$ cat config.mk
export PLATFORM = sky130hd
export DESIGN_NAME = vcfs_sequencer
export DESIGN_NICKNAME = d
export VERILOG_FILES = /design/src/logic/vcfs_pkg.sv /design/src/logic/vcfs_done_flag.sv /design/src/logic/vcfs_mode_decode.sv /design/src/logic/vcfs_sequencer.sv
export SDC_FILE = /design/constraint.sdc
export NUM_CORES = 1
export LEC_CHECK = 0
export ABC_AREA = 1
export BUFFER_PORTS_ARGS = -buffer_cell sky130_fd_sc_hd__buf_4
export CAP_MARGIN = 20
export CORE_MARGIN = 5
export CORE_UTILIZATION = 30
export CTS_CLUSTER_DIAMETER = 30
export DETAILED_ROUTE_END_ITERATION = 12
export HOLD_SLACK_MARGIN = 0.12
export PLACE_DENSITY = 0.56
export SLEW_MARGIN = 10
export SYNTH_ARGS = -nofsm -noshare
export SYNTH_HDL_FRONTEND = slang
export SYNTH_SLANG_ARGS = --single-unit
export TNS_END_PERCENT = 1
$ cat constraint.sdc
create_clock -name clk -period 2.8 [get_ports clk]
set_clock_uncertainty 0.15 [all_clocks]
set_input_delay 0.56 -clock clk [delete_from_list [all_inputs] [get_ports clk]]
set_output_delay 0.56 -clock clk [all_outputs]
set_load 0.05 [all_outputs]
$ cat src/logic/vcfs_pkg.sv
// shared constants, carriers and helpers of the video capture field sequencer
package vcfs_pkg;

  // control encodings {continuous, frame, field two, field one}
  localparam logic [3:0] ENC_NC_FIELD1 = 4'h1;
  localparam logic [3:0] ENC_NC_FIELD2 = 4'h2;
  localparam logic [3:0] ENC_NC_BOTH   = 4'h3;
  localparam logic [3:0] ENC_NC_FRAME  = 4'h4;
  localparam logic [3:0] ENC_NC_PROG   = 4'h5;
  localparam logic [3:0] ENC_SINGLE    = 4'h7;
  localparam logic [3:0] ENC_C_FIELD1  = 4'h9;
  localparam logic [3:0] ENC_C_FIELD2  = 4'ha;
  localparam logic [3:0] ENC_C_FRAME   = 4'hc;
  localparam logic [3:0] ENC_C_PROG    = 4'hd;

  // reset values
  localparam logic DONE_RESET = 1'b0;

  typedef struct packed {
    logic continuous_capture_sel;
    logic frame_sel;
    logic field_two_select;
    logic field_one_select;
  } vcfs_ctl_t;

  typedef struct packed {
    logic whole_frame;
    logic field_two;
    logic field_one;
  } vcfs_done_t;

  // field events from the capture front end, same clock
  typedef struct packed {
    logic start;
    logic is_two;
    logic done;
  } vcfs_field_ev_t;

  typedef enum logic [3:0] {
    MODE_RESERVED,
    MODE_NC_FIELD1,
    MODE_NC_FIELD2,
    MODE_NC_BOTH,
    MODE_NC_FRAME,
    MODE_NC_PROG,
    MODE_SINGLE,
    MODE_C_FIELD1,
    MODE_C_FIELD2,
    MODE_C_FRAME,
    MODE_C_PROG
  } vcfs_mode_t;

  // which field parity a mode captures at all
  function automatic logic vcfs_field_selected(input vcfs_mode_t mode, input logic is_two);
    logic sel;
    sel = 1'b0;
    case (mode)
      MODE_NC_FIELD1, MODE_C_FIELD1, MODE_NC_PROG, MODE_C_PROG: sel = !is_two;
      MODE_NC_FIELD2, MODE_C_FIELD2:                            sel = is_two;
      MODE_NC_BOTH, MODE_NC_FRAME, MODE_SINGLE, MODE_C_FRAME:   sel = 1'b1;
      default:                                                  sel = 1'b0;
    endcase
    return sel;
  endfunction

  // flags raised when a captured field completes
  function automatic vcfs_done_t vcfs_done_for(input vcfs_mode_t mode, input logic is_two);
    vcfs_done_t d;
    d = '0;
    case (mode)
      MODE_NC_FIELD1, MODE_C_FIELD1: d.field_one   = !is_two;
      MODE_NC_FIELD2, MODE_C_FIELD2: d.field_two   = is_two;
      MODE_NC_BOTH: begin
        d.field_one = !is_two;
        d.field_two = is_two;
      end
      MODE_NC_FRAME, MODE_SINGLE, MODE_C_FRAME: d.whole_frame = is_two;
      MODE_NC_PROG, MODE_C_PROG:                d.whole_frame = !is_two;
      default:                                  d = '0;
    endcase
    return d;
  endfunction

endpackage

$ cat src/logic/vcfs_done_flag.sv
// one sticky completion flag, hardware set beats software clear
`timescale 1ns/1ps
`default_nettype none
module vcfs_done_flag
  import vcfs_pkg::*;
(
  // clock and reset
  input  wire logic clk,
  input  wire logic resetn,
  // events
  input  wire logic set,
  input  wire logic clear,
  // flag
  output logic      done
);

  // a completion landing on the clear cycle must not be lost
  always_ff @(posedge clk or negedge resetn) begin
    if (!resetn) begin
      done <= DONE_RESET;
    end else if (set) begin
      done <= 1'b1;
    end else if (clear) begin
      done <= 1'b0;
    end
  end

endmodule
`default_nettype wire

$ cat src/logic/vcfs_mode_decode.sv
// registered decode of the four capture control bits into a mode
`timescale 1ns/1ps
`default_nettype none
module vcfs_mode_decode
  import vcfs_pkg::*;
(
  // clock and reset
  input  wire logic clk,
  input  wire logic resetn,
  // control bits
  input  wire vcfs_ctl_t ctl,
  // decoded mode
  output vcfs_mode_t     mode
);

  // reserved codes fall back to capturing nothing
  always_ff @(posedge clk or negedge resetn) begin
    if (!resetn) begin
      mode <= MODE_RESERVED;
    end else begin
      case (ctl)
        ENC_NC_FIELD1: mode <= MODE_NC_FIELD1;
        ENC_NC_FIELD2: mode <= MODE_NC_FIELD2;
        ENC_NC_BOTH:   mode <= MODE_NC_BOTH;
        ENC_NC_FRAME:  mode <= MODE_NC_FRAME;
        ENC_NC_PROG:   mode <= MODE_NC_PROG;
        ENC_SINGLE:    mode <= MODE_SINGLE;
        ENC_C_FIELD1:  mode <= MODE_C_FIELD1;
        ENC_C_FIELD2:  mode <= MODE_C_FIELD2;
        ENC_C_FRAME:   mode <= MODE_C_FRAME;
        ENC_C_PROG:    mode <= MODE_C_PROG;
        default:       mode <= MODE_RESERVED;
      endcase
    end
  end

endmodule
`default_nettype wire

$ cat src/logic/vcfs_sequencer.sv
// per-channel field and frame capture sequencer
`timescale 1ns/1ps
`default_nettype none
module vcfs_sequencer
  import vcfs_pkg::*;
(
  // clock and reset
  input  wire logic           clk,
  input  wire logic           resetn,
  // software control
  input  wire vcfs_ctl_t      capture_control_reg,
  input  wire logic           capture_channel_enable,
  input  wire vcfs_done_t     clear_done,
  // field events from the front end
  input  wire vcfs_field_ev_t field_ev,
  // capture gate towards the fifo packer
  output logic                capture_active,
  // status
  output logic                field_one_done,
  output logic                field_two_done,
  output logic                whole_frame_done,
  output logic                capture_complete_irq,
  output logic                capture_halted,
  output logic                mode_reserved
);

  typedef enum logic [1:0] {
    SEQ_IDLE,
    SEQ_CAPTURE,
    SEQ_SKIP
  } vcfs_seq_t;

  vcfs_mode_t mode;
  vcfs_seq_t  state;
  logic       cur_two;
  logic       frame_open;
  logic       frame_halted;
  logic       sel;
  logic       gate_ok;
  logic       next_take;
  logic       field_closes;
  vcfs_done_t done_set;
  logic       frame_mode;
  logic       halt_mode;

  // control decode is registered, so mode edits land one cycle later
  vcfs_mode_decode u_decode (
    .clk    (clk),
    .resetn (resetn),
    .ctl    (capture_control_reg),
    .mode   (mode)
  );

  // two-field frame modes pair field two with a captured field one
  assign frame_mode = (mode == MODE_NC_FRAME) || (mode == MODE_SINGLE) || (mode == MODE_C_FRAME);
  // modes that halt only after one more whole frame
  assign halt_mode  = (mode == MODE_NC_FRAME) || (mode == MODE_NC_PROG);

  // capture decision taken afresh at every field start
  always_comb begin
    sel     = vcfs_field_selected(mode, field_ev.is_two);
    gate_ok = 1'b1;
    case (mode)
      MODE_NC_FIELD1: gate_ok = !field_one_done;
      MODE_NC_FIELD2: gate_ok = !field_two_done;
      MODE_NC_BOTH:   gate_ok = field_ev.is_two ? !field_two_done : !field_one_done;
      MODE_NC_FRAME:  gate_ok = field_ev.is_two ? frame_open : (!frame_halted || !whole_frame_done);
      MODE_NC_PROG:   gate_ok = !frame_halted || !whole_frame_done;
      MODE_SINGLE:    gate_ok = field_ev.is_two ? frame_open : !whole_frame_done;
      MODE_C_FRAME:   gate_ok = !field_ev.is_two || frame_open;
      default:        gate_ok = 1'b1;
    endcase
    next_take = capture_channel_enable && sel && gate_ok;
  end

  // a field completes only if it was being captured
  assign field_closes = (state == SEQ_CAPTURE) && field_ev.done;
  assign done_set     = field_closes ? vcfs_done_for(mode, cur_two) : '0;

  // per-field sequencing; a new start overrides an unfinished field
  always_ff @(posedge clk or negedge resetn) begin
    if (!resetn) begin
      state <= SEQ_IDLE;
    end else if (field_ev.start) begin
      state <= next_take ? SEQ_CAPTURE : SEQ_SKIP;
    end else if (field_ev.done) begin
      state <= SEQ_IDLE;
    end
  end

  // parity of the field in progress
  always_ff @(posedge clk or negedge resetn) begin
    if (!resetn) begin
      cur_two <= 1'b0;
    end else if (field_ev.start) begin
      cur_two <= field_ev.is_two;
    end
  end

  // write gate mirrors the capture state as a flop for the packer
  always_ff @(posedge clk or negedge resetn) begin
    if (!resetn) begin
      capture_active <= 1'b0;
    end else if (field_ev.start) begin
      capture_active <= next_take;
    end else if (field_ev.done) begin
      capture_active <= 1'b0;
    end
  end

  // field one of a frame captured, field two may follow
  always_ff @(posedge clk or negedge resetn) begin
    if (!resetn) begin
      frame_open <= 1'b0;
    end else if (field_ev.start) begin
      frame_open <= 1'b0;
    end else if (field_closes && !cur_two && frame_mode) begin
      frame_open <= 1'b1;
    end
  end

  // halt after a frame completes with its flag still pending
  always_ff @(posedge clk or negedge resetn) begin
    if (!resetn) begin
      frame_halted <= 1'b0;
    end else if (!halt_mode) begin
      frame_halted <= 1'b0;
    end else if (done_set.whole_frame && whole_frame_done) begin
      frame_halted <= 1'b1;
    end else if (field_ev.start && !field_ev.is_two && !whole_frame_done) begin
      frame_halted <= 1'b0;
    end
  end

  // completion flags
  vcfs_done_flag u_flag_one (
    .clk    (clk),
    .resetn (resetn),
    .set    (done_set.field_one),
    .clear  (clear_done.field_one),
    .done   (field_one_done)
  );

  vcfs_done_flag u_flag_two (
    .clk    (clk),
    .resetn (resetn),
    .set    (done_set.field_two),
    .clear  (clear_done.field_two),
    .done   (field_two_done)
  );

  vcfs_done_flag u_flag_frame (
    .clk    (clk),
    .resetn (resetn),
    .set    (done_set.whole_frame),
    .clear  (clear_done.whole_frame),
    .done   (whole_frame_done)
  );

  // one-cycle capture-complete event; masking belongs to the port interrupt logic
  always_ff @(posedge clk or negedge resetn) begin
    if (!resetn) begin
      capture_complete_irq <= 1'b0;
    end else begin
      capture_complete_irq <= |done_set;
    end
  end

  // halted: last selected field was refused by its gate, either a pending flag or no open frame for field two
  always_ff @(posedge clk or negedge resetn) begin
    if (!resetn) begin
      capture_halted <= 1'b0;
    end else if (!capture_channel_enable) begin
      capture_halted <= 1'b0;
    end else if (field_ev.start && sel) begin
      capture_halted <= !gate_ok;
    end
  end

  // reserved code flag; the block then captures nothing
  always_ff @(posedge clk or negedge resetn) begin
    if (!resetn) begin
      mode_reserved <= 1'b0;
    end else begin
      mode_reserved <= (mode == MODE_RESERVED);
    end
  end

  // field one mode never writes field two data
  only_field_one_a: assert property (@(posedge clk) disable iff (!resetn)
    (field_ev.start && field_ev.is_two && (mode == MODE_NC_FIELD1)) |=> !capture_active)
    else $error("field two captured in field one mode");

  // a pending field one flag blocks the next field one
  pending_blocks_a: assert property (@(posedge clk) disable iff (!resetn)
    (field_ev.start && !field_ev.is_two && capture_channel_enable && (mode == MODE_NC_FIELD1) && field_one_done)
    |=> !capture_active && capture_halted)
    else $error("field captured while its flag pending");

  // cleared flag lets capture resume at the next field start
  resume_capture_a: assert property (@(posedge clk) disable iff (!resetn)
    (field_ev.start && !field_ev.is_two && capture_channel_enable
     && (mode == MODE_NC_BOTH) && !field_one_done) |=> capture_active)
    else $error("capture did not resume after clear");

  // completed field two sets its flag and the event
  field_two_flag_a: assert property (@(posedge clk) disable iff (!resetn)
    (field_closes && cur_two && (mode == MODE_NC_FIELD2))
    |=> field_two_done && capture_complete_irq ##1 !capture_complete_irq)
    else $error("field two completion not flagged");

  // continuous field one ignores its own flag
  cont_field_one_a: assert property (@(posedge clk) disable iff (!resetn)
    (field_ev.start && !field_ev.is_two && capture_channel_enable && (mode == MODE_C_FIELD1))
    |=> capture_active)
    else $error("continuous field one refused a field");

  // continuous field two ignores its own flag
  cont_field_two_a: assert property (@(posedge clk) disable iff (!resetn)
    (field_ev.start && field_ev.is_two && capture_channel_enable && (mode == MODE_C_FIELD2))
    |=> capture_active)
    else $error("continuous field two refused a field");

  // continuous progressive raises the frame flag, not field one
  cont_prog_flag_a: assert property (@(posedge clk) disable iff (!resetn)
    (field_closes && !cur_two && (mode == MODE_C_PROG))
    |=> whole_frame_done && capture_complete_irq && !$rose(field_one_done))
    else $error("continuous progressive used the wrong flag");

  // single frame stays stopped while the frame flag is set
  single_stop_a: assert property (@(posedge clk) disable iff (!resetn)
    (field_ev.start && !field_ev.is_two && (mode == MODE_SINGLE) && whole_frame_done)
    |=> !capture_active)
    else $error("single frame captured with flag pending");

  // second frame with flag pending halts frame mode
  frame_halt_a: assert property (@(posedge clk) disable iff (!resetn)
    (field_closes && cur_two && (mode == MODE_NC_FRAME) && whole_frame_done)
    |=> frame_halted)
    else $error("frame mode failed to halt");

  // progressive modes ignore field two entirely
  prog_field_two_a: assert property (@(posedge clk) disable iff (!resetn)
    (field_ev.start && field_ev.is_two && ((mode == MODE_NC_PROG) || (mode == MODE_C_PROG)))
    |=> !capture_active)
    else $error("field two captured in progressive mode");

  // disabled channel writes nothing
  disabled_gate_a: assert property (@(posedge clk) disable iff (!resetn)
    (field_ev.start && !capture_channel_enable) |=> !capture_active)
    else $error("capture with channel disabled");

  // every completion event comes from a captured field ending
  irq_cause_a: assert property (@(posedge clk) disable iff (!resetn)
    $rose(capture_complete_irq) |-> $past(field_closes))
    else $error("completion event without a captured field");

  // field one mode raises its own flag and the event
  field_one_flag_a: assert property (@(posedge clk) disable iff (!resetn)
    (field_closes && !cur_two && (mode == MODE_NC_FIELD1)) |=> field_one_done && capture_complete_irq)
    else $error("field one completion not flagged");

  // dual field mode flags field one on its own
  dual_flag_one_a: assert property (@(posedge clk) disable iff (!resetn)
    (field_closes && !cur_two && (mode == MODE_NC_BOTH)) |=> field_one_done && capture_complete_irq)
    else $error("dual mode field one not flagged");

  // dual field mode flags field two on its own
  dual_flag_two_a: assert property (@(posedge clk) disable iff (!resetn)
    (field_closes && cur_two && (mode == MODE_NC_BOTH)) |=> field_two_done && capture_complete_irq)
    else $error("dual mode field two not flagged");

  // two-field frame modes flag the frame after field two
  frame_flag_set_a: assert property (@(posedge clk) disable iff (!resetn)
    (field_closes && cur_two && frame_mode) |=> whole_frame_done && capture_complete_irq)
    else $error("frame completion not flagged");

  // progressive frame mode flags the frame, not field one
  prog_frame_flag_a: assert property (@(posedge clk) disable iff (!resetn)
    (field_closes && !cur_two && (mode == MODE_NC_PROG))
    |=> whole_frame_done && capture_complete_irq && !$rose(field_one_done))
    else $error("progressive frame used the wrong flag");

  // halted frame mode refuses field one while the flag is pending
  frame_halt_gate_a: assert property (@(posedge clk) disable iff (!resetn)
    (field_ev.start && !field_ev.is_two && capture_channel_enable && (mode == MODE_NC_FRAME)
     && frame_halted && whole_frame_done) |=> !capture_active && capture_halted)
    else $error("halted frame mode captured a field");

  // continuous frame mode takes every field one
  cont_frame_run_a: assert property (@(posedge clk) disable iff (!resetn)
    (field_ev.start && !field_ev.is_two && capture_channel_enable && (mode == MODE_C_FRAME))
    |=> capture_active)
    else $error("continuous frame refused a field");

  // the write gate closes when a field ends
  field_end_gate_a: assert property (@(posedge clk) disable iff (!resetn)
    (field_ev.done && !field_ev.start) |=> !capture_active)
    else $error("write gate open after field end");

  // a software clear without a new completion drops the flag
  flag_clear_a: assert property (@(posedge clk) disable iff (!resetn)
    (clear_done.field_one && !done_set.field_one) |=> !field_one_done)
    else $error("field one flag not cleared");

  // continuous field two still raises its flag and event
  cont_two_flag_a: assert property (@(posedge clk) disable iff (!resetn)
    (field_closes && cur_two && (mode == MODE_C_FIELD2)) |=> field_two_done && capture_complete_irq)
    else $error("continuous field two not flagged");

endmodule
`default_nettype wire
## Word-level counts from Yosys, hierarchy flattened

Memories as Yosys holds them, arrays and structs flattened. A register that Yosys moved wholly into a read port is not among the register bits.
Index checks and enable logic that the tools add are counted.
W data, S select, Z words.

| word-level totals | value |
|---|---|
| register bits after elaboration | 12 |
| bits in read-only memories | 64 |
| word-level logic and storage cells | 88 |
| memories kept | 1 |

| operators by class | value |
|---|---|
| equal/unequal tests | 13 |
| mux-type cells | 27 |
| reduce and logical (&&, ||, !) cells | 36 |

Memories:

| name | depth | bits a word | rd ports | clocked after Yosys merged registers in | write ports | line | source |
|---|---|---|---|---|---|---|---|
| (name not given) | 16 | 4 | 1 | 1 | 0 | vcfs_mode_decode.sv:21 | `case (ctl)` |

Operators by type and width:

| cell | number |
|---|---|
| $mux W1 | 20 |
| $eq A4 B3 Y1 const B | 4 |
| $eq A4 B4 Y1 const B | 3 |
| $reduce_or A3 Y1 | 4 |
| $reduce_bool A2 Y1 | 5 |
| $logic_and A1 B1 Y1 | 9 |
| $eq A4 B2 Y1 const B | 2 |
| $logic_not A1 Y1 | 8 |
| $reduce_or A4 Y1 | 2 |
| $pmux W1 S7 | 1 |
| $mux W2 | 3 |
| $logic_or A1 B1 Y1 | 5 |
| $eq A4 B1 Y1 const B | 1 |
| $logic_not A4 Y1 | 1 |
| $reduce_or A2 Y1 | 2 |
| $mux W3 | 1 |
| $ne A3 B1 Y1 const B | 1 |
| $pmux W1 S3 | 1 |
| $eq A2 B1 Y1 const B | 1 |
| $ne A2 B1 Y1 const B | 1 |
| $pmux W1 S2 | 1 |

## Depth between registers and ports, before layout

Gate-level depths: netlist (run 1).

| logic depth | value |
|---|---|
| word-level depth | 7 |
| gate-level depth with buffers | 11 |

## By module

Synthesis (run 1) repeated with hierarchy kept, for this count alone.

| unflattened totals | value |
|---|---|
| cells, all modules | 143 |
| area, all modules | 957.2 µm² |

By module, submodules not included:

| module | instances | cells each | area each (µm²) | seq. area each (µm²) |
|---|---|---|---|---|
| vcfs_sequencer | 1 | 105 | 654.4 | 200.2 |
| vcfs_mode_decode | 1 | 23 | 182.7 | 100.1 |
| vcfs_done_flag | 3 | 5 | 40.0 | 25.0 |

## Worst setup path before layout (run 1)

Ideal clock, no wire load.

| timing | value |
|---|---|
| path type | input port to flip-flop |
| from | input port field_ev[1] in the netlist's numbering |
| to | register state[1] |
| arrival | 1.296 ns |
| required time | 2.537 ns |
| path slack | 1.241 ns |
| stages | 10 |
| buffers on the path | 1 |
| cells stage by stage | clkbuf_2 > inv_1 > nand2_1 > nand2_1 > o21ai_0 > nor2_1 > nand3_1 > nand3_2 > nand2_1 > inv_1 |

| between the ends | value |
|---|---|
| longest elaborated chain between the ends | 6 |
| elaborated cells on any way between the ends | 11 |
| classes of those cells | mux (7); reduce/logical (4) |

RTL lines:

| element | line | source |
|---|---|---|
| start: declaration | vcfs_sequencer.sv:15 | `input wire vcfs_field_ev_t field_ev,` |
| $logic_not A1 Y1 | vcfs_pkg.sv:58, vcfs_sequencer.sv:70 |  |
| $logic_or A1 B1 Y1 / $pmux W1 S3 (equally long branches) | vcfs_sequencer.sv:70, vcfs_pkg.sv:57 |  |
| $pmux W1 S7 / $logic_and A1 B1 Y1 (equally long branches) | vcfs_sequencer.sv:63, vcfs_sequencer.sv:73 |  |
| $logic_and A1 B1 Y1 (*) | vcfs_sequencer.sv:73 | `next_take = capture_channel_enable && sel && gate_ok;` |
| $mux W2 (*) | vcfs_sequencer.sv:85 | `state <= next_take ? SEQ_CAPTURE : SEQ_SKIP;` |
| $mux W2 (*) | vcfs_sequencer.sv:84 | `end else if (field_ev.start) begin` |
| end signal: assignment | vcfs_sequencer.sv:85 |  |
| end: declaration | vcfs_sequencer.sv:34 | `vcfs_seq_t state;` |

Mark *: on every way between the ends. The rest lies on a longest branch, timed or not.
A chain may end at the register's enable or synchronous reset.

## Final worst setup path (run 1)

| timing | value |
|---|---|
| from | register capture_active |
| to | output port capture_active |

RTL lines:

| element | line | source |
|---|---|---|
| start: declaration | vcfs_sequencer.sv:17 | `output logic capture_active,` |
| start signal: assignment | vcfs_sequencer.sv:105 | `capture_active <= next_take;` |

No word-level cell between the ends.

==> results of run 1 <==
worst max path at each step:
| stage | startpoint | depth (start not counted) | endpoint | slack (ns) |
|---|---|---|---|---|
| after floorplan | field_ev[1] | 10 | state[1] | 1.24 |
| after global placement | field_ev[1] | 9 | state[1] | 1.19 |
| after detailed placement | field_ev[1] | 10 | state[1] | 1.18 |
| after CTS | u_flag_two.done | 1 | field_two_done | 1.17 |
| after global routing | u_decode.mode[3] | 10 | capture_halted | 1.06 |
| final | capture_active | 1 | capture_active | 1.17 |
repair_timing:
item,4_1_cts,5_1_grt
endpoints found under the hold margin,15,0
hold buffers,1,0
endpoints found under the setup margin,0,0
final cells by class:
class / count / area (sq um)
Fill cell: 319 / 1860
Sequential cell: 15 / 375
Inverter: 24 / 90.1
Timing Repair Buffer: 20 / 153
Clock inverter: 1 / 5.00
Multi-Input combinational cell: 97 / 434
Tap cell: 33 / 41.3
Clock buffer: 3 / 22.5
cell usage after synthesis, drive strengths merged:
cell	number	area share [%]
a211oi	2	1.7
nand2	40	17
inv	24	10
nand3b	1	0.83
dfrtp	15	41
o21ai	12	6.6
nand4	1	0.69
nand3	8	5.0
a21oi	8	4.4
clkbuf	1	0.55
nor3	1	0.55
nor2	24	11
flip-flops by register name, summed over array words and instances, names as in the netlist:
register,flops
state,1
capture_complete_irq,1
frame_halted,1
mode_reserved,1
u_flag_one.done,1
cur_two,1
capture_active,1
capture_halted,1
u_decode.mode,4
u_flag_two.done,1
frame_open,1
u_flag_frame.done,1
per-stage QoR:
stage | instances | cell area (sq um) | power [W] | hold slack [ns]
finish | 193 | 1120 | 0.000485 | 0.294
global route | 193 | 1120 | 0.000517 | 0.269
detailed placement | 188 | 1080 | 0.000364 | 0.281
CTS | 193 | 1120 | 0.000491 | 0.284
floorplan | 137 | 905 | 0.000319 | 0.114
global placement | 188 | 1080 | 0.000363 | 0.278
power by group through the flow:
stage	combinational [W]	clock [W]	sequential, W
floorplan	0.0000597	0	0.000260
global placement	0.000120	0	0.000243
detailed placement	0.000121	0	0.000243
CTS	0.000122	0.000130	0.000239
global route	0.000135	0.000141	0.000241
finish	0.000121	0.000125	0.000239
logic make-up (layout without fill, tap and decap cells):
logic type,Yosys count,after routing
buffers and inverters,25,48
and+or+nand+nor,75,75
DFF,15,15
AOI/OAI and AO/OA,22,22
layer usage:
metal | track usage, % | vias to the layer above | wire (um)
li1 | - | 478 | -
met1 | 14.2 | 412 | 989
met2 | 18.4 | 19 | 1040
met3 | 3.99 | 2 | 121
met4 | 2.37 | 0 | 16
met5 | 0 | - | 0
==> results.json, run 1 <==
{
  "hold_path.startpoint": "clear_done[2]",
  "ant_nets": 0,
  "final_cell_mix": "nand2_1, inv_1, nor2_1",
  "synth_area_sq_um": 905,
  "grt_max_degree": 16,
  "postCtsSetupBuffers": 0,
  "synth_compound_area_share_pct": 12.7,
  "cts_resized": 0,
  "crit_arrival_ns": 0.92,
  "clock-sinks": 15,
  "synth_seq_area_share_pct": 41.5,
  "tightest_slew_ns": 0.267,
  "setup_viol": 0,
  "hpwl_mm": 1.78,
  "worstSetupEndpointType": "output port",
  "syn-num-nets": 150,
  "synthSimpleGateAreaFrac_pct": 35.3,
  "p_clk_share_pct": 25.7,
  "grt_setup_unrepaired": "false",
  "final_common_cell": "nand2_1",
  "h-tree-depth": 1,
  "cellInternalPower_w": 0.000325,
  "seqPwrFrac_pct": 49.2,
  "drc": 0,
  "min_path_type": "in -> reg",
  "r2r_slack_ns": 1.21,
  "max_cap_violations": 0,
  "antenna_found_initial": 0,
  "die_w_um": 64.9,
  "cts_buffers": 3,
  "grt_pass1_wl_mm": 3.66,
  "rows": 20,
  "hold_viol_final": 0,
  "synth.ff_latch_count": 15,
  "yosysWarnings": 0,
  "synth_cell_types": 15,
  "slew_violations": 0,
  "synthMuxAreaShare_pct": 0,
  "first_pass_iters": 4,
  "status": "completed",
  "peakVddDrop_v": 0.000301,
  "tns_ns": 0,
  "routed_wl_mm": 2.16,
  "final_layout_size_suffix_gt1_share_pct": 18.8,
  "cp_max_fo": 3,
  "synthAdderAreaFrac_pct": 0,
  "r2r_start": "u_decode.mode[3]",
  "setup_ws_ns": 1.17,
  "coreArea_sq_um": 2980,
  "pre_cts_ws_ns": 1.18,
  "p_sw_w": 0.000160,
  "min_to": "u_flag_frame.done",
  "crit_chain": "buf_4",
  "p_leak_nw": 0.621,
  "syn_avg_cell_area_sq_um": 6.60,
  "netlist_instances": 137,
  "setup.worst_path.class": "reg -> out",
  "post_drt_wl_per_cell_um": 11.2,
  "grt-ovfl-total": 0,
  "synth_xor_area_share_pct": 0,
  "clockBufferDepth": 2,
  "p_sw_share_pct": 33.0,
  "grt_usage_pct": 11.2,
  "period_minus_slack_ns": 1.63,
  "powerDensity_nw_per_um2": 432,
  "cp_top_family": "flip-flops",
  "clock-root-buffer": "clkbuf_4",
  "diodes": 0,
  "finalCritPeriodShare_pct": 58.2,
  "crit_path_top_delay_cell": "dfrtp_1",
  "cts_tree": "yes",
  "cp_data_required_time_ns": 2.09,
  "reg2regPathDepth": 10,
  "clk_pin_slew_ns": 0.09,
  "drt-vias-per-instance": 4.72,
  "rr_endpoint": "state[1]",
  "die_y_um": 64.9,
  "hold_depth": 2,
  "start_kind": "flop",
  "synth_top_family_by_area": "simple AND/OR/NAND/NOR gates",
  "numPortBuffers": 19,
  "initialDrtViolationCount": 28,
  "maxSlewHeadroom_pct": 82.1,
  "power_frac_comb_pct": 25.1,
  "place_congestion": 0.859,
  "max_stage_delay_ns": 0.43,
  "synthToLayoutAreaGrowth_pct": 23.9,
  "max_freq_ghz": 0.614,
  "start_util_pct": 30.4,
  "vias": 911,
  "insertion_delay_ns": 0.29,
  "fin_util_pct": 37.6,
  "grt_pass1_vias": 856,
  "critPathBufInv": 1,
  "ios": 20,
  "nets": 174,
  "dieArea_sq_um": 4210
}
No activity file was read; power rests on OpenSTA's default activity.
==> inputs of run 2 (changes only) <==
- clock period: 2.8 -> 1.59 ns (I/O delays scaled with it)
==> results.json, run 2 (synthesized netlist as in run 1, its figures left out) <==
{
  "r2r_slack_ns": 0.11,
  "grt-ovfl-total": 0,
  "vias": 949,
  "seqPwrFrac_pct": 47.6,
  "status": "completed",
  "finalCritPeriodShare_pct": 93.5,
  "grt_pass1_vias": 888,
  "coreArea_sq_um": 2980,
  "final_cell_mix": "nand2_1, inv_1, buf_4",
  "ios": 20,
  "start_util_pct": 30.4,
  "hold_viol_final": 0,
  "max_freq_ghz": 0.673,
  "clock-sinks": 15,
  "crit_arrival_ns": 1.57,
  "hold_path.startpoint": "field_ev[0]",
  "insertion_delay_ns": 0.29,
  "clock-root-buffer": "clkbuf_4",
  "pre_cts_ws_ns": 0.0312,
  "grt_setup_unrepaired": "false",
  "cp_data_required_time_ns": 1.68,
  "nets": 183,
  "initialDrtViolationCount": 15,
  "p_sw_share_pct": 33.5,
  "dieArea_sq_um": 4210,
  "seq_area_sq_um": 379,
  "total_power_w": 0.000893,
  "routed_wl_mm": 2.21,
  "cp_max_fo": 4,
  "die_y_um": 64.9,
  "setup_viol": 0,
  "worstSetupEndpointType": "flop",
  "reg2regPathDepth": 10,
  "min_path_type": "in -> reg",
  "max_cap_violations": 0,
  "tightest_slew_ns": 0.254,
  "die_w_um": 64.9,
  "p_sw_w": 0.000299,
  "final_common_cell": "nand2_1",
  "first_pass_iters": 4,
  "crit_end": "frame_halted",
  "numPortBuffers": 19,
  "diodes": 0,
  "start_kind": "primary input",
  "clk_pin_slew_ns": 0.10,
  "powerDensity_nw_per_um2": 710,
  "tns_ns": 0,
  "cts_buffers": 3,
  "drc": 0,
  "r2r_start": "u_decode.mode[3]",
  "top_register": "u_decode.mode",
  "antenna_found_initial": 0,
  "period_minus_slack_ns": 1.49,
  "post_drt_wl_per_cell_um": 11.0,
  "drt-vias-per-instance": 4.70,
  "h-tree-depth": 1,
  "cp-startpoint": "field_ev[2]",
  "grt_pass1_wl_mm": 3.86,
  "cts_tree": "yes",
  "peakVddDrop_v": 0.000394,
  "hpwl_mm": 1.69,
  "cellInternalPower_w": 0.000594,
  "power_frac_comb_pct": 27.7,
  "clockBufferDepth": 2,
  "p_leak_nw": 0.657,
  "slew_violations": 0,
  "grt_max_degree": 16,
  "rows": 20,
  "grt_usage_pct": 11.5,
  "final_layout_size_suffix_gt1_share_pct": 27.8,
  "setup.worst_path.class": "in -> reg",
  "ant_nets": 0,
  "maxSlewHeadroom_pct": 82.9,
  "n_fill_cell": 297,
  "p_clk_share_pct": 24.7,
  "place_congestion": 0.947,
  "hold_slack_ns": 0.136,
  "synthToLayoutAreaGrowth_pct": 39.0,
  "setup_ws_ns": 0.104,
  "largest_reg_flops": 4,
  "rr_endpoint": "state[1]",
  "multiInputGateArea_sq_um": 479
}
==> run 2: changes by cell type in the layout (fill, tap and decap cells not counted) <==
| cell | change |
|---|---|
| dfrtp_2 | +3 |
| nor2_2 | +2 |
| dfrtp_1 | -3 |
| dlygate4sd3_1 | +8 |
| buf_4 | +1 |
| inv_1 | -3 |
| nand2_1 | -4 |
| nor2_4 | +4 |
| nor2_1 | -6 |
| nand2_2 | +4 |
| inv_2 | +3 |
==> run 2: worst min-delay path by stage <==
| stage | end | slack [ns] | depth (start not counted) |
|---|---|---|---|
| after global placement | capture_halted | 0.04 | 1 |
| after detailed placement | capture_halted | 0.04 | 1 |
| after floorplan | capture_active | -0.13 | 0 |
| final | capture_active | 0.14 | 4 |
| after global routing | capture_active | 0.16 | 4 |
| after CTS | capture_active | 0.14 | 4 |
==> run 2: per-stage QoR <==
stage / area [sq um] / cells / util, %
3_5_place_dp: 1080 / 188 / 36.4
6_report: 1260 / 202 / 42.2
5_1_grt: 1260 / 202 / 42.2
4_1_cts: 1200 / 201 / 40.3
2_1_floorplan: 905 / 137 / -
3_3_place_gp: 1080 / 188 / 36.4
==> run 2: worst max-delay path, stage by stage <==
cell,delay [ns]
dlygate4sd3_1,0.54
buf_4,0.15
inv_1,0.11
o21ai_0,0.09
a211oi_1,0.19
o21ai_0,0.11
inv_1,0.06
==> run 2: layer usage <==
layer / up-vias / track usage, % / wire, um
li1: 490 / - / -
met1: 436 / 15.1 / 1000
met2: 19 / 18.0 / 1060
met3: 4 / 2.60 / 122
met4: 0 / 5.28 / 34
met5: - / 0 / 0
==> run 2: what timing repair did <==
item                                   in CTS  in global routing
setup buffers                               0                  1
setup endpoints to repair                   0                  5
resized for setup                           0                 20
hold buffers                                9                  0
endpoints found under the hold margin      22                  0
==> run 2: power groups by stage <==
stage | clock network (W) | logic (W) | registers (W)
4_1_cts | 0.000227 | 0.000231 | 0.000419
5_1_grt | 0.000246 | 0.000275 | 0.000429
3_5_place_dp | 0 | 0.000213 | 0.000426
6_report | 0.000221 | 0.000247 | 0.000425
2_1_floorplan | 0 | 0.000105 | 0.000457
3_3_place_gp | 0 | 0.000212 | 0.000426
==> run 2: area by class of cell <==
class                   instances  share of cell area, %
clock buffers                   3                   1.79
flip-flops and latches         15                   30.1
inverters                      24                   7.16
clock inverters                 1                  0.398
repair buffers                 29                   19.1
multi-input cells              97                   38.1
well taps                      33                   3.28
==> inputs of run 3 (changes only) <==
- CORE_MARGIN: 5 -> default
- GPL_ROUTABILITY_DRIVEN: default -> 0
- REMOVE_ABC_BUFFERS: default -> 1
==> results.json, run 3 (synthesized netlist as in run 1, its figures left out) <==
{
  "vias": 943,
  "antenna_found_initial": 0,
  "clock-sinks": 15,
  "n_fill_cell": 298,
  "grt_setup_unrepaired": "true",
  "clock-root-buffer": "clkbuf_4",
  "synthToLayoutAreaGrowth_pct": 40.9,
  "rows": 19,
  "grt-ovfl-total": 0,
  "reg2regPathDepth": 10,
  "status": "completed",
  "max_freq_ghz": 0.661,
  "diodes": 0,
  "place_area_sq_um": 1080,
  "tightest_slew_ns": 0.260,
  "min_path_type": "in -> reg",
  "die_y_um": 56.9,
  "hold_viol_final": 0,
  "grt_usage_pct": 15.4,
  "grt_max_degree": 16,
  "slew_violations": 0,
  "top_register": "u_decode.mode",
  "final_layout_size_suffix_gt1_share_pct": 28.4,
  "worstSetupEndpointType": "flop",
  "tns_ns": 0,
  "initialDrtViolationCount": 17,
  "max_cap_violations": 0,
  "insertion_delay_ns": 0.30,
  "post_drt_wl_per_cell_um": 11.1,
  "powerDensity_nw_per_um2": 716,
  "clk_pin_slew_ns": 0.10,
  "drt-vias-per-instance": 4.72,
  "crit_arrival_ns": 1.56,
  "die_w_um": 56.9,
  "hold_depth": 3,
  "grt_pass1_wl_mm": 3.87,
  "hpwl_mm": 1.63,
  "final_common_cell": "nand2_1",
  "coreArea_sq_um": 2810,
  "numPortBuffers": 19,
  "seq_area_sq_um": 379,
  "postCtsSetupBuffers": 0,
  "cts_tree": "yes",
  "period_minus_slack_ns": 1.51,
  "grt_pass1_vias": 895,
  "ant_nets": 0,
  "drc": 0,
  "h-tree-depth": 1,
  "cts_buffers": 3,
  "multiInputGateArea_sq_um": 494,
  "total_power_w": 0.000912,
  "peakVddDrop_v": 0.000598,
  "largest_reg_flops": 4,
  "ios": 20,
  "start_util_pct": 32.2,
  "routed_wl_mm": 2.22,
  "finalCritPeriodShare_pct": 95.2,
  "cp_max_fo": 5,
  "p_leak_nw": 0.658,
  "cp_data_required_time_ns": 1.63,
  "postLayoutCellArea_sq_um": 1270,
  "final_cell_mix": "nand2_1, inv_1, buf_4",
  "nets": 183,
  "setup_viol": 0,
  "start_kind": "flop",
  "setup.worst_path.class": "reg -> reg",
  "first_pass_iters": 4,
  "dieArea_sq_um": 3240,
  "clockBufferDepth": 2,
  "maxSlewHeadroom_pct": 82.5
}
## run 3: changes by cell type in the layout (fill, tap and decap cells not counted), sizes merged
cell	delta
buf	-1
dlygate4sd3	+1
clkinv	-1
clkinvlp	+1
## run 3: per-stage QoR
stage | utilization (%) | setup slack (ns) | hold slack, ns | cells
2_1_floorplan | - | 0.0645 | -0.128 | 136
5_1_grt | 45.5 | -0.0303 | 0.141 | 200
4_1_cts | 43.3 | 0.0253 | 0.137 | 200
3_5_place_dp | 38.5 | -0.000418 | 0.0377 | 186
6_report | 45.5 | 0.0766 | 0.133 | 200
3_3_place_gp | 38.5 | 0.0358 | 0.0347 | 186
## run 3: where the power goes
| part | internal, W | leakage (nW) | switching, W | total, W |
|---|---|---|---|---|
| Sequential | 0.000404 | 0.193 | 0.0000233 | 0.000428 |
| Clock | 0.0000959 | 0.0139 | 0.000138 | 0.000234 |
| Combinational | 0.0000978 | 0.451 | 0.000153 | 0.000251 |
| Total | 0.000598 | 0.658 | 0.000314 | 0.000912 |
## run 3: worst paths after layout
kind                            slack [ns]          endpoint                   start
min in group asynchronous             0.26   u_flag_one.done                  resetn
worst max register to register        0.08          state[1]        u_decode.mode[1]
max in group asynchronous             0.84  u_decode.mode[0]                  resetn
worst min-delay path                  0.13  u_decode.mode[0]  capture_control_reg[0]
worst min register to register        0.37    capture_active          capture_active
worst max-delay path                  0.08          state[1]        u_decode.mode[1]
## run 3: metal layers
layer  global-route usage, %  up-vias  share of wire (%)
met4                    3.14        0               0.86
met2                    24.9       19                 45
li1                        -      490                  -
met5                       0        -                  0
met3                    4.84        4                3.5
met1                    20.4      430                 50
## run 3: cell type report
| class | count | share of cell area, % |
|---|---|---|
| multi-input cells | 97 | 38.8 |
| flip-flops and latches | 15 | 29.7 |
| inverters | 24 | 7.07 |
| well taps | 31 | 3.04 |
| repair buffers | 29 | 19.0 |
| clock buffers | 3 | 1.77 |
| clock inverters | 1 | 0.589 |
## run 3: critical path, stage by stage, from the launching register on
cell and delay [ns]:
dfrtp_2 0.47, inv_2 0.12, nand2_4 0.07, nor2_4 0.13
a21oi_1 0.06, nand2_1 0.08, nand2_2 0.06, nand2_2 0.08
nand3_2 0.08, nand2_1 0.07, inv_1 0.04
## run 3: what timing repair did
item,in CTS,in global routing
resized for setup,1,24
setup endpoints to repair,1,6
endpoints found under the hold margin,23,0
hold buffers,10,0
pin swaps,0,2
